[src/rtl/flash_host_defs.vh]
`ifndef FLASH_HOST_DEFS_VH
`define FLASH_HOST_DEFS_VH

// ----------------------------------------
// Clock
// ----------------------------------------
`define CLK_MHZ 50
`define CLK_PERIOD_NS 20

// ----------------------------------------
// Command codes and addresses
// ----------------------------------------
`define CODE_UNLOCK1 8'hAA
`define CODE_UNLOCK2 8'h55
`define CODE_ERASE_SETUP 8'h80
`define CODE_CHIP_ERASE 8'h10
`define CODE_SUSPEND 8'hB0
`define CODE_RESUME 8'h30
`define ADDR_UNLOCK1 12'h555
`define ADDR_UNLOCK2 12'h2AA
`define ADDR_CHIP_ERASE 12'h555
`define CHIP_ERASE_LEN 3'h6

// ----------------------------------------
// User command encodings
// ----------------------------------------
`define UCMD_CHIP_ERASE 2'h0
`define UCMD_SUSPEND 2'h1
`define UCMD_RESUME 2'h2
`define UCMD_STATUS 2'h3

// ----------------------------------------
// Status bit positions
// ----------------------------------------
`define BIT_DATA_POLL 7
`define BIT_TOGGLE 6
`define BIT_SUSPEND_TOGGLE 2
`define BIT_BUFFER_ABORT 1

// ----------------------------------------
// Times and derived cycle counts
// ----------------------------------------
`define TIME_SUSPEND_MAX_US 20
`define SUSPEND_WAIT_CYC (`TIME_SUSPEND_MAX_US * `CLK_MHZ)
`define TIME_RESUME_GAP_US 200
`define RESUME_GAP_CYC (`TIME_RESUME_GAP_US * `CLK_MHZ)
`define TIME_ABORT_HOLD_NS 200
`define ABORT_HOLD_CYC ((`TIME_ABORT_HOLD_NS + `CLK_PERIOD_NS - 1) / `CLK_PERIOD_NS)
`define TIME_DATA_VALID_US 1
`define DATA_VALID_CYC (`TIME_DATA_VALID_US * `CLK_MHZ)

// ----------------------------------------
// Bus cycle shaping, in clocks, and verify re-read count
// ----------------------------------------
`define WE_LOW_CYC 3
`define RD_LOW_CYC 6
`define RECOVER_CYC 2
`define VERIFY_READS 2'h2

`endif
[src/rtl/flash_bus_cycle.v]
`timescale 1ns/1ps
`default_nettype none
`include "flash_host_defs.vh"

module flash_bus_cycle #(
	parameter AW = 22
) (
	input wire clk_i,
	input wire rst_n_i,
	input wire start_i,
	input wire write_i,
	input wire [AW-1:0] addr_i,
	input wire [15:0] wdata_i,
	output reg done_o,
	output reg [15:0] rdata_o,
	output reg [AW-1:0] flash_addr_o,
	output reg flash_ce_n_o,
	output reg flash_we_n_o,
	output reg flash_oe_n_o,
	output reg [15:0] flash_dq_o,
	output reg flash_dq_oe_o,
	input wire [15:0] flash_dq_i
);

	localparam S_IDLE = 2'h0;
	localparam S_LOW = 2'h1;
	localparam S_REC = 2'h2;
	localparam [3:0] WE_LAST = `WE_LOW_CYC - 1;
	localparam [3:0] RD_LAST = `RD_LOW_CYC - 1;
	localparam [3:0] REC_LAST = `RECOVER_CYC - 1;

	reg [1:0] state_r;
	reg [3:0] cnt_r;
	reg wr_r;
	reg [15:0] dq_meta_r;
	reg [15:0] dq_sync_r;

	// ----------------------------------------
	// Data bus synchroniser
	// ----------------------------------------
	always @(posedge clk_i or negedge rst_n_i)
	begin
		if (!rst_n_i)
		begin
			dq_meta_r <= 16'h0000;
			dq_sync_r <= 16'h0000;
		end
		else
		begin
			dq_meta_r <= flash_dq_i;
			dq_sync_r <= dq_meta_r;
		end
	end

	// ----------------------------------------
	// Strobe sequencing
	// ----------------------------------------
	// Address is held through recovery so status reads see a stable address
	always @(posedge clk_i or negedge rst_n_i)
	begin
		if (!rst_n_i)
		begin
			state_r <= S_IDLE;
			cnt_r <= 4'h0;
			wr_r <= 1'b0;
			done_o <= 1'b0;
			rdata_o <= 16'h0000;
			flash_addr_o <= {AW{1'b0}};
			flash_ce_n_o <= 1'b1;
			flash_we_n_o <= 1'b1;
			flash_oe_n_o <= 1'b1;
			flash_dq_o <= 16'h0000;
			flash_dq_oe_o <= 1'b0;
		end
		else
		begin
			done_o <= 1'b0;
			case (state_r)
				S_IDLE:
				begin
					if (start_i)
					begin
						wr_r <= write_i;
						flash_addr_o <= addr_i;
						flash_dq_o <= wdata_i;
						flash_dq_oe_o <= write_i;
						flash_ce_n_o <= 1'b0;
						flash_we_n_o <= ~write_i;
						flash_oe_n_o <= write_i;
						cnt_r <= write_i ? WE_LAST : RD_LAST;
						state_r <= S_LOW;
					end
				end
				S_LOW:
				begin
					if (cnt_r != 4'h0)
						cnt_r <= cnt_r - 4'h1;
					else
					begin
						// Rising edge of the strobe latches data / ends the read
						if (!wr_r)
							rdata_o <= dq_sync_r;
						flash_ce_n_o <= 1'b1;
						flash_we_n_o <= 1'b1;
						flash_oe_n_o <= 1'b1;
						cnt_r <= REC_LAST;
						state_r <= S_REC;
					end
				end
				S_REC:
				begin
					if (cnt_r != 4'h0)
						cnt_r <= cnt_r - 4'h1;
					else
					begin
						flash_dq_oe_o <= 1'b0;
						done_o <= 1'b1;
						state_r <= S_IDLE;
					end
				end
				default:
					state_r <= S_IDLE;
			endcase
		end
	end

endmodule
`default_nettype wire

[src/rtl/flash_erase_host.v]
// Functional notes
// - Host waits at least 200 us after resume before next suspend.
// - Bypass during suspend limits commands; host leaves bypass before resume.
// - On apparent failure host re-reads twice; both valid means complete.
// - Host presents a valid address on every status read.
`timescale 1ns/1ps
`default_nettype none
`include "flash_host_defs.vh"

module flash_erase_host #(
	parameter AW = 22,
	parameter RESUME_GAP_CYC = `RESUME_GAP_CYC
) (
	input wire clk_i,
	input wire rst_n_i,
	input wire cmd_valid_i,
	input wire [1:0] cmd_i,
	input wire [AW-1:0] cmd_addr_i,
	input wire bypass_active_i,
	output reg cmd_ready_o,
	output reg done_o,
	output reg fail_o,
	output reg refused_o,
	output reg suspended_o,
	output reg busy_o,
	output reg [15:0] status_o,
	output wire [AW-1:0] flash_addr_o,
	output wire flash_ce_n_o,
	output wire flash_we_n_o,
	output wire flash_oe_n_o,
	output wire [15:0] flash_dq_o,
	output wire flash_dq_oe_o,
	input wire [15:0] flash_dq_i,
	input wire ready_busy_n_i
);

	localparam S_IDLE = 4'h0;
	localparam S_SEQ = 4'h1;
	localparam S_SEQ_WAIT = 4'h2;
	localparam S_POLL_A = 4'h3;
	localparam S_POLL_B = 4'h4;
	localparam S_VERIFY = 4'h5;
	localparam S_WAIT = 4'h6;
	localparam S_FINAL = 4'h7;
	localparam S_READ = 4'h8;

	localparam KIND_ERASE = 2'h0;
	localparam KIND_SUSPEND = 2'h1;
	localparam KIND_STATUS = 2'h2;

	localparam [15:0] SUSPEND_WAIT = `SUSPEND_WAIT_CYC;
	localparam [15:0] RESUME_GAP = RESUME_GAP_CYC;
	localparam [15:0] DATA_VALID = `DATA_VALID_CYC;
	localparam [15:0] ABORT_HOLD = `ABORT_HOLD_CYC;

	reg [3:0] state_r;
	reg [1:0] kind_r;
	reg [AW-1:0] addr_r;
	reg [2:0] idx_r;
	reg [2:0] len_r;
	reg [15:0] first_rd_r;
	reg [1:0] verify_r;
	reg [15:0] wait_r;
	reg [15:0] gap_r;
	reg bus_start_r;
	reg bus_write_r;
	reg [AW-1:0] bus_addr_r;
	reg [15:0] bus_data_r;
	reg rb_meta_r;
	reg rb_sync_r;
	wire bus_done;
	wire [15:0] bus_rdata;

	// ----------------------------------------
	// Command sequence table
	// ----------------------------------------
	// Returns {address low bits, code}; entry 0 of a one-word command is its code
	function [19:0] seq_word;
		input [2:0] idx;
		input [1:0] ucmd;
		begin
			case (ucmd)
				`UCMD_SUSPEND: seq_word = {12'h000, `CODE_SUSPEND};
				`UCMD_RESUME: seq_word = {12'h000, `CODE_RESUME};
				default:
				begin
					case (idx)
						3'h0: seq_word = {`ADDR_UNLOCK1, `CODE_UNLOCK1};
						3'h1: seq_word = {`ADDR_UNLOCK2, `CODE_UNLOCK2};
						3'h2: seq_word = {`ADDR_UNLOCK1, `CODE_ERASE_SETUP};
						3'h3: seq_word = {`ADDR_UNLOCK1, `CODE_UNLOCK1};
						3'h4: seq_word = {`ADDR_UNLOCK2, `CODE_UNLOCK2};
						default: seq_word = {`ADDR_CHIP_ERASE, `CODE_CHIP_ERASE};
					endcase
				end
			endcase
		end
	endfunction

	// Erase complete on poll bit alone; once done the bus carries array
	// data, so the abort bit is just a data bit here
	function status_ok;
		input [15:0] rd;
		begin
			status_ok = rd[`BIT_DATA_POLL];
		end
	endfunction

	reg [1:0] ucmd_r;
	wire [19:0] cur_word = seq_word(idx_r, ucmd_r);

	flash_bus_cycle #(
		.AW(AW)
	) u_bus (
		.clk_i(clk_i),
		.rst_n_i(rst_n_i),
		.start_i(bus_start_r),
		.write_i(bus_write_r),
		.addr_i(bus_addr_r),
		.wdata_i(bus_data_r),
		.done_o(bus_done),
		.rdata_o(bus_rdata),
		.flash_addr_o(flash_addr_o),
		.flash_ce_n_o(flash_ce_n_o),
		.flash_we_n_o(flash_we_n_o),
		.flash_oe_n_o(flash_oe_n_o),
		.flash_dq_o(flash_dq_o),
		.flash_dq_oe_o(flash_dq_oe_o),
		.flash_dq_i(flash_dq_i)
	);

	// ----------------------------------------
	// Ready/busy synchroniser
	// ----------------------------------------
	always @(posedge clk_i or negedge rst_n_i)
	begin
		if (!rst_n_i)
		begin
			rb_meta_r <= 1'b1;
			rb_sync_r <= 1'b1;
		end
		else
		begin
			rb_meta_r <= ready_busy_n_i;
			rb_sync_r <= rb_meta_r;
		end
	end

	// ----------------------------------------
	// Sequencer
	// ----------------------------------------
	always @(posedge clk_i or negedge rst_n_i)
	begin
		if (!rst_n_i)
		begin
			state_r <= S_IDLE;
			kind_r <= KIND_ERASE;
			ucmd_r <= `UCMD_CHIP_ERASE;
			addr_r <= {AW{1'b0}};
			idx_r <= 3'h0;
			len_r <= 3'h0;
			first_rd_r <= 16'h0000;
			verify_r <= 2'h0;
			wait_r <= 16'h0000;
			gap_r <= 16'h0000;
			bus_start_r <= 1'b0;
			bus_write_r <= 1'b0;
			bus_addr_r <= {AW{1'b0}};
			bus_data_r <= 16'h0000;
			cmd_ready_o <= 1'b0;
			done_o <= 1'b0;
			fail_o <= 1'b0;
			refused_o <= 1'b0;
			suspended_o <= 1'b0;
			busy_o <= 1'b0;
			status_o <= 16'h0000;
		end
		else
		begin
			bus_start_r <= 1'b0;
			done_o <= 1'b0;
			fail_o <= 1'b0;
			refused_o <= 1'b0;
			cmd_ready_o <= 1'b0;
			busy_o <= ~rb_sync_r;
			if (gap_r != 16'h0000)
				gap_r <= gap_r - 16'h0001;
			case (state_r)
				S_IDLE:
				begin
					cmd_ready_o <= 1'b1;
					if (cmd_valid_i && cmd_ready_o)
					begin
						cmd_ready_o <= 1'b0;
						ucmd_r <= cmd_i;
						addr_r <= cmd_addr_i;
						idx_r <= 3'h0;
						// A failed earlier command must not mark this one failed
						verify_r <= 2'h0;
						case (cmd_i)
							`UCMD_CHIP_ERASE:
							begin
								// Suspended erase must be resumed first
								if (suspended_o || bypass_active_i)
									refused_o <= 1'b1;
								else
								begin
									kind_r <= KIND_ERASE;
									len_r <= `CHIP_ERASE_LEN;
									state_r <= S_SEQ;
								end
							end
							`UCMD_SUSPEND:
							begin
								if (suspended_o || bypass_active_i || gap_r != 16'h0000)
									refused_o <= 1'b1;
								else
								begin
									kind_r <= KIND_SUSPEND;
									len_r <= 3'h1;
									state_r <= S_SEQ;
								end
							end
							`UCMD_RESUME:
							begin
								if (!suspended_o || bypass_active_i)
									refused_o <= 1'b1;
								else
								begin
									kind_r <= KIND_ERASE;
									len_r <= 3'h1;
									state_r <= S_SEQ;
								end
							end
							default:
							begin
								kind_r <= KIND_STATUS;
								state_r <= S_READ;
							end
						endcase
					end
				end
				S_SEQ:
				begin
					bus_start_r <= 1'b1;
					bus_write_r <= 1'b1;
					// One-word commands go to the caller's address; unlock cycles are low
					if (len_r == 3'h1)
						bus_addr_r <= addr_r;
					else
						bus_addr_r <= {{(AW-12){1'b0}}, cur_word[19:8]};
					bus_data_r <= {8'h00, cur_word[7:0]};
					state_r <= S_SEQ_WAIT;
				end
				S_SEQ_WAIT:
				begin
					if (bus_done)
					begin
						if (idx_r + 3'h1 < len_r)
						begin
							idx_r <= idx_r + 3'h1;
							state_r <= S_SEQ;
						end
						else if (kind_r == KIND_SUSPEND)
						begin
							wait_r <= SUSPEND_WAIT;
							state_r <= S_WAIT;
						end
						else
						begin
							if (ucmd_r == `UCMD_RESUME)
							begin
								suspended_o <= 1'b0;
								gap_r <= RESUME_GAP;
							end
							// Status sampled only after the final strobe has risen
							state_r <= S_POLL_A;
						end
					end
				end
				S_POLL_A, S_POLL_B, S_VERIFY, S_READ:
				begin
					bus_start_r <= 1'b1;
					bus_write_r <= 1'b0;
					bus_addr_r <= addr_r;
					state_r <= S_FINAL;
					wait_r <= {12'h000, state_r};
				end
				S_FINAL:
				begin
					if (bus_done)
					begin
						case (wait_r[3:0])
							S_POLL_A:
							begin
								first_rd_r <= bus_rdata;
								state_r <= S_POLL_B;
							end
							S_POLL_B:
							begin
								status_o <= bus_rdata;
								if (bus_rdata[`BIT_TOGGLE] != first_rd_r[`BIT_TOGGLE])
									state_r <= S_POLL_A;
								else if (status_ok(bus_rdata))
								begin
									wait_r <= DATA_VALID;
									verify_r <= 2'h0;
									state_r <= S_WAIT;
								end
								else
								begin
									verify_r <= `VERIFY_READS;
									state_r <= S_VERIFY;
								end
							end
							S_VERIFY:
							begin
								status_o <= bus_rdata;
								if (!status_ok(bus_rdata))
								begin
									// Let the abort status drop before next command
									wait_r <= ABORT_HOLD;
									verify_r <= 2'h3;
									state_r <= S_WAIT;
								end
								else if (verify_r == 2'h1)
								begin
									verify_r <= 2'h0;
									wait_r <= DATA_VALID;
									state_r <= S_WAIT;
								end
								else
								begin
									verify_r <= verify_r - 2'h1;
									state_r <= S_VERIFY;
								end
							end
							default:
							begin
								status_o <= bus_rdata;
								done_o <= 1'b1;
								state_r <= S_IDLE;
							end
						endcase
					end
				end
				S_WAIT:
				begin
					if (wait_r > 16'h0001)
						wait_r <= wait_r - 16'h0001;
					else
					begin
						if (kind_r == KIND_SUSPEND)
							suspended_o <= 1'b1;
						if (verify_r == 2'h3)
							fail_o <= 1'b1;
						else
							done_o <= 1'b1;
						state_r <= S_IDLE;
					end
				end
				default:
					state_r <= S_IDLE;
			endcase
		end
	end

endmodule
`default_nettype wire

[config.mk]
export PLATFORM = sky130hd
export DESIGN_NAME = flash_erase_host
export DESIGN_NICKNAME = d
export VERILOG_FILES = /design/src/rtl/flash_bus_cycle.v /design/src/rtl/flash_erase_host.v
export VERILOG_INCLUDE_DIRS = /design/src /design/src/rtl
export SDC_FILE = /design/constraint.sdc
export NUM_CORES = 1
export LEC_CHECK = 0
export BUFFER_PORTS_ARGS = -buffer_cell sky130_fd_sc_hd__buf_2
export CORE_ASPECT_RATIO = 0.75
export CORE_MARGIN = 8
export CORE_UTILIZATION = 56
export CTS_CLUSTER_SIZE = 8
export DETAILED_ROUTE_END_ITERATION = 8
export HOLD_SLACK_MARGIN = 0.03
export PLACE_DENSITY = 0.77
export SYNTH_ARGS = -nofsm -noshare
export SYNTH_HDL_FRONTEND = slang
export SYNTH_SLANG_ARGS = --single-unit
[constraint.sdc]
create_clock -name clk_i -period 3.36 [get_ports clk_i]
set_input_delay 0.84 -clock clk_i [delete_from_list [all_inputs] [get_ports clk_i]]
set_output_delay 0.84 -clock clk_i [all_outputs]
set_load 0.03 [all_outputs]
==> summary.txt <==
Global routing
  – All-Layer GR Usage: slightly below 20%
  – First-pass GRT wire length: 33300 um
  – GR Overflow Total: 0
  – Pin count of the biggest net entering global routing: 80
  – Initial antenna violation count: 3
  – Vias in the first global route: 6659

Timing
  – Final min period: 2840 ps
  – Slew @ Worst Pin: slightly below 900 ps
  – Max Slew Vio Count: 0
  – Fin crit share: a little over four fifths
  – Slew margin rel.: about two fifths
  – Fmax: roughly 350 MHz
  – Worst Skew: about 40 ps
  – Fin Setup TNS: 0 ps
  – RSZ-0062 raised after global routing: false
  – Final hold vios: 0
  – Worst hold slack: slightly above 300 ps
  – Finish-stage setup viols: 0

Synthesis
  – Sequential share of the synthesized area: 57.5%
  – Synth Area in Compound Gates: around 10%
  – Main synth FF type: dfrtp_1
  – Number of flops mapped to enable cells by yosys: 0
  – Synth Area per Inst: approximately 11 sq um
  – Synth Area in Simple Gates: 15.2%
  – Async S/R FF share, synth: between 90% and 100%
  – Largest family of logic cells by synthesized area: simple AND/OR/NAND/NOR gates
  – Mux contribution to synthesized area: 7.95%
  – Cells after synthesis: around 840
  – Adder-cell share of the synthesized area: under 10%
  – Ys Warns: 0
  – Synth Area in XOR/XNOR: 1.44%
  – Mapped Area: around 9000 sq um
  – Distinct cells, synth: slightly above 70
  – Synthesized flop and latch total: 210

Clock network
  – Worst-case clock buffer depth: 3
  – Clk pin slew, worst setup/hold paths: around 50 ps
  – Clock latency on the worst-skew pair: roughly 560 ps
  – H-Tree Depth: 1
  – CTS sink count: between 200 and 250
  – # resized after CTS: 0
  – Postcts setup bufs: 0
  – Hold_buf cts: 0
  – CTS tree: built
  – CTS Root Cell: clkbuf_16
  – CTS Buf Count: 30

Run status
  – Status: completed

Floorplan
  – Die W: roughly 160 um
  – Die area: 20700 sq um
  – Initial Utilization: between 50% and 60%
  – I/O pin cnt: 109
  – Die height: 127 um
  – Core Region: 16000 sq um
  – Site row count: 40

Routing
  – WL met3: 1320 um
  – Metal2 WL: between 8000 and 9000 um
  – Vias post-DR: about 6500
  – DR vias/cell: 5.49
  – Routed wire length: approximately 20000 um
  – DRT Pass-1 Iters: 4
  – DR top layer: met5
  – # DRC: 0
  – DRT met1 WL: 9200 um
  – WL/cell: 16.4 um
  – Routed Antenna Nets: 0
  – DRT iter0 DRCs: roughly 430

Critical path
  – CP Class: reg -> reg
  – Worst R2R Setup Slack: ~520 ps
  – CP max FO: 26
  – Biggest cell delay along the critical path: ~460 ps
  – Critical-path top delay cell: dfrtp_1
  – Top delay family on crit path: compound AO/OA/AOI/OAI gates
  – Crit path required time: roughly 3800 ps
  – Worst setup SP type: register
  – Endpoint class of the critical path: register
  – WP buf/inv: 1
  – Crit path top cell by count: ha_1
  – CP arrival: between 3000 and 4000 ps
  – CP Cell Sequence: ha_1, ha_1, inv_1, ha_1, a21o_1, a31oi_1, o31ai_1, nand4_4, o21ai_0, o21ai_0

Pwr
  – Sw Share: a little under two fifths
  – VDD IR max: around 0.00076 V
  – Reg power frac: between 30% and 40%
  – P_sw: 3850 uW
  – P_int: 6420 uW
  – Logic gate share of total power: 34.9%
  – Static Leak: about 0.0051 uW
  – Clock Power Share: between 20% and 30%
  – Pwr Density: between 900 and 1000 nW/um^2

Cells and area
  – Total Nets Final: ~1000
  – Final core utilization: 67.0%
  – Share of layout cells above drive strength 1: a little under a quarter
  – Most frequent cells in the layout: 205 x dfrtp_1, 128 x nand2_1, 99 x buf_2
  – Most common cell after layout, fill and taps aside: dfrtp_1
  – Area grow syn2layout: 17.4%

Placed design
  – PortBufs: 100
  – HPWL after detailed placement: 13100 um
  – Routability cong.: just under 0.9

Hold path
  – Hold Path Class: in -> async

Job
  – Max cap viols: 0
## through the flow
stage | power, uW | cells | instance area [sq um] | setup slack, ps
floorplan | 6610 | 849 | 9170 | 921
global placement | 7390 | 1136 | 9850 | 711
detailed placement | 7530 | 1136 | 9850 | 573
CTS | 10300 | 1192 | 10700 | 529
global route | 11000 | 1193 | 10700 | 340
finish | 10300 | 1193 | 10700 | 519
## cell families after synthesis
kind of cell             Yosys count
AO/OA/AOI/OAI                    156
multiplexers                      65
AND/OR/NAND/NOR                  298
buffers and inverters             71
flip-flops                       210
adder cells (fa/ha/maj)           26
XOR/XNOR                          15
other                              1
## layout make-up
cell class / instances / area [sq um]
flip-flops and latches: 210 / 5260
inverters: 30 / 113
diodes: 1 / 2.50
repair buffers: 118 / 657
clock inverters: 2 / 38.8
clock buffers: 54 / 841
fillers: 1220 / 5290
multi-input cells: 568 / 3550
well taps: 210 / 263
## worst reg2reg max path, delay by kind of cell (launching register included)
family	cells	cell delay [ps]
AOI/OAI and AO/OA	5	1010
adders and majority gates	3	800
buffers and inverters	1	50
DFF	1	460
and+or+nand+nor	1	380
## synth_stat cells (6+ instances only)
library cell | n | area share [%]
nand2b_1 | 6 | 0.41
nand3_1 | 18 | 0.99
inv_1 | 30 | 1.2
xnor2_1 | 10 | 0.96
nand2_1 | 128 | 5.3
mux2_2 | 61 | 7.5
a22o_1 | 12 | 1.1
a31oi_1 | 8 | 0.55
clkbuf_1 | 23 | 0.94
nor3_1 | 17 | 0.93
a21oi_1 | 41 | 2.2
nor3b_1 | 7 | 0.57
nor4_1 | 8 | 0.55
ha_1 | 26 | 3.6
dfrtp_1 | 205 | 56
o31ai_1 | 6 | 0.49
nor2_1 | 75 | 3.1
o21ai_0 | 56 | 3.1
buf_4 | 12 | 0.99
## power groups by stage
stage | clock network [uW] | registers, uW | logic (uW)
final | 2720 | 3970 | 3580
after global routing | 2900 | 4080 | 3990
after CTS | 2780 | 3960 | 3600
after detailed placement | 0 | 3990 | 3540
after global placement | 0 | 3950 | 3440
after floorplan | 0 | 4120 | 2480
## final timing paths
kind | startpoint | to | cells past startpoint
max in group asynchronous | rst_n_i | addr_r[8] | 2
min | rst_n_i | u_bus.dq_meta_r[15] | 1
max | idx_r[0] | wait_r[9] | 10
max reg2reg | idx_r[0] | wait_r[9] | 10
min reg2reg | u_bus.dq_meta_r[4] | u_bus.dq_sync_r[4] | 0
min in group clk_i | u_bus.dq_meta_r[4] | u_bus.dq_sync_r[4] | 0
## registers in the layout (all words and copies together), names as in the netlist, 2 cells and up
| signal | cells |
|---|---|
| u_bus.dq_meta_r | 16 |
| u_bus.flash_dq_o | 5 |
| len_r | 2 |
| u_bus.dq_sync_r | 16 |
| bus_data_r | 5 |
| gap_r | 16 |
| wait_r | 16 |
| kind_r | 2 |
| u_bus.rdata_o | 16 |
| addr_r | 22 |
| ucmd_r | 2 |
| u_bus.state_r | 2 |
| status_o | 16 |
| u_bus.flash_addr_o | 22 |
| u_bus.cnt_r | 4 |
| idx_r | 3 |
| bus_addr_r | 22 |
| state_r | 4 |
| verify_r | 2 |
## per-layer routing
layer | up-vias | track usage [%]
li1 | 3125 | -
met1 | 3203 | 27.7
met2 | 184 | 28.9
met3 | 30 | 4.78
met4 | 4 | 5.39
met5 | - | 0
Note: power is estimated with default switching activity, not from simulation.
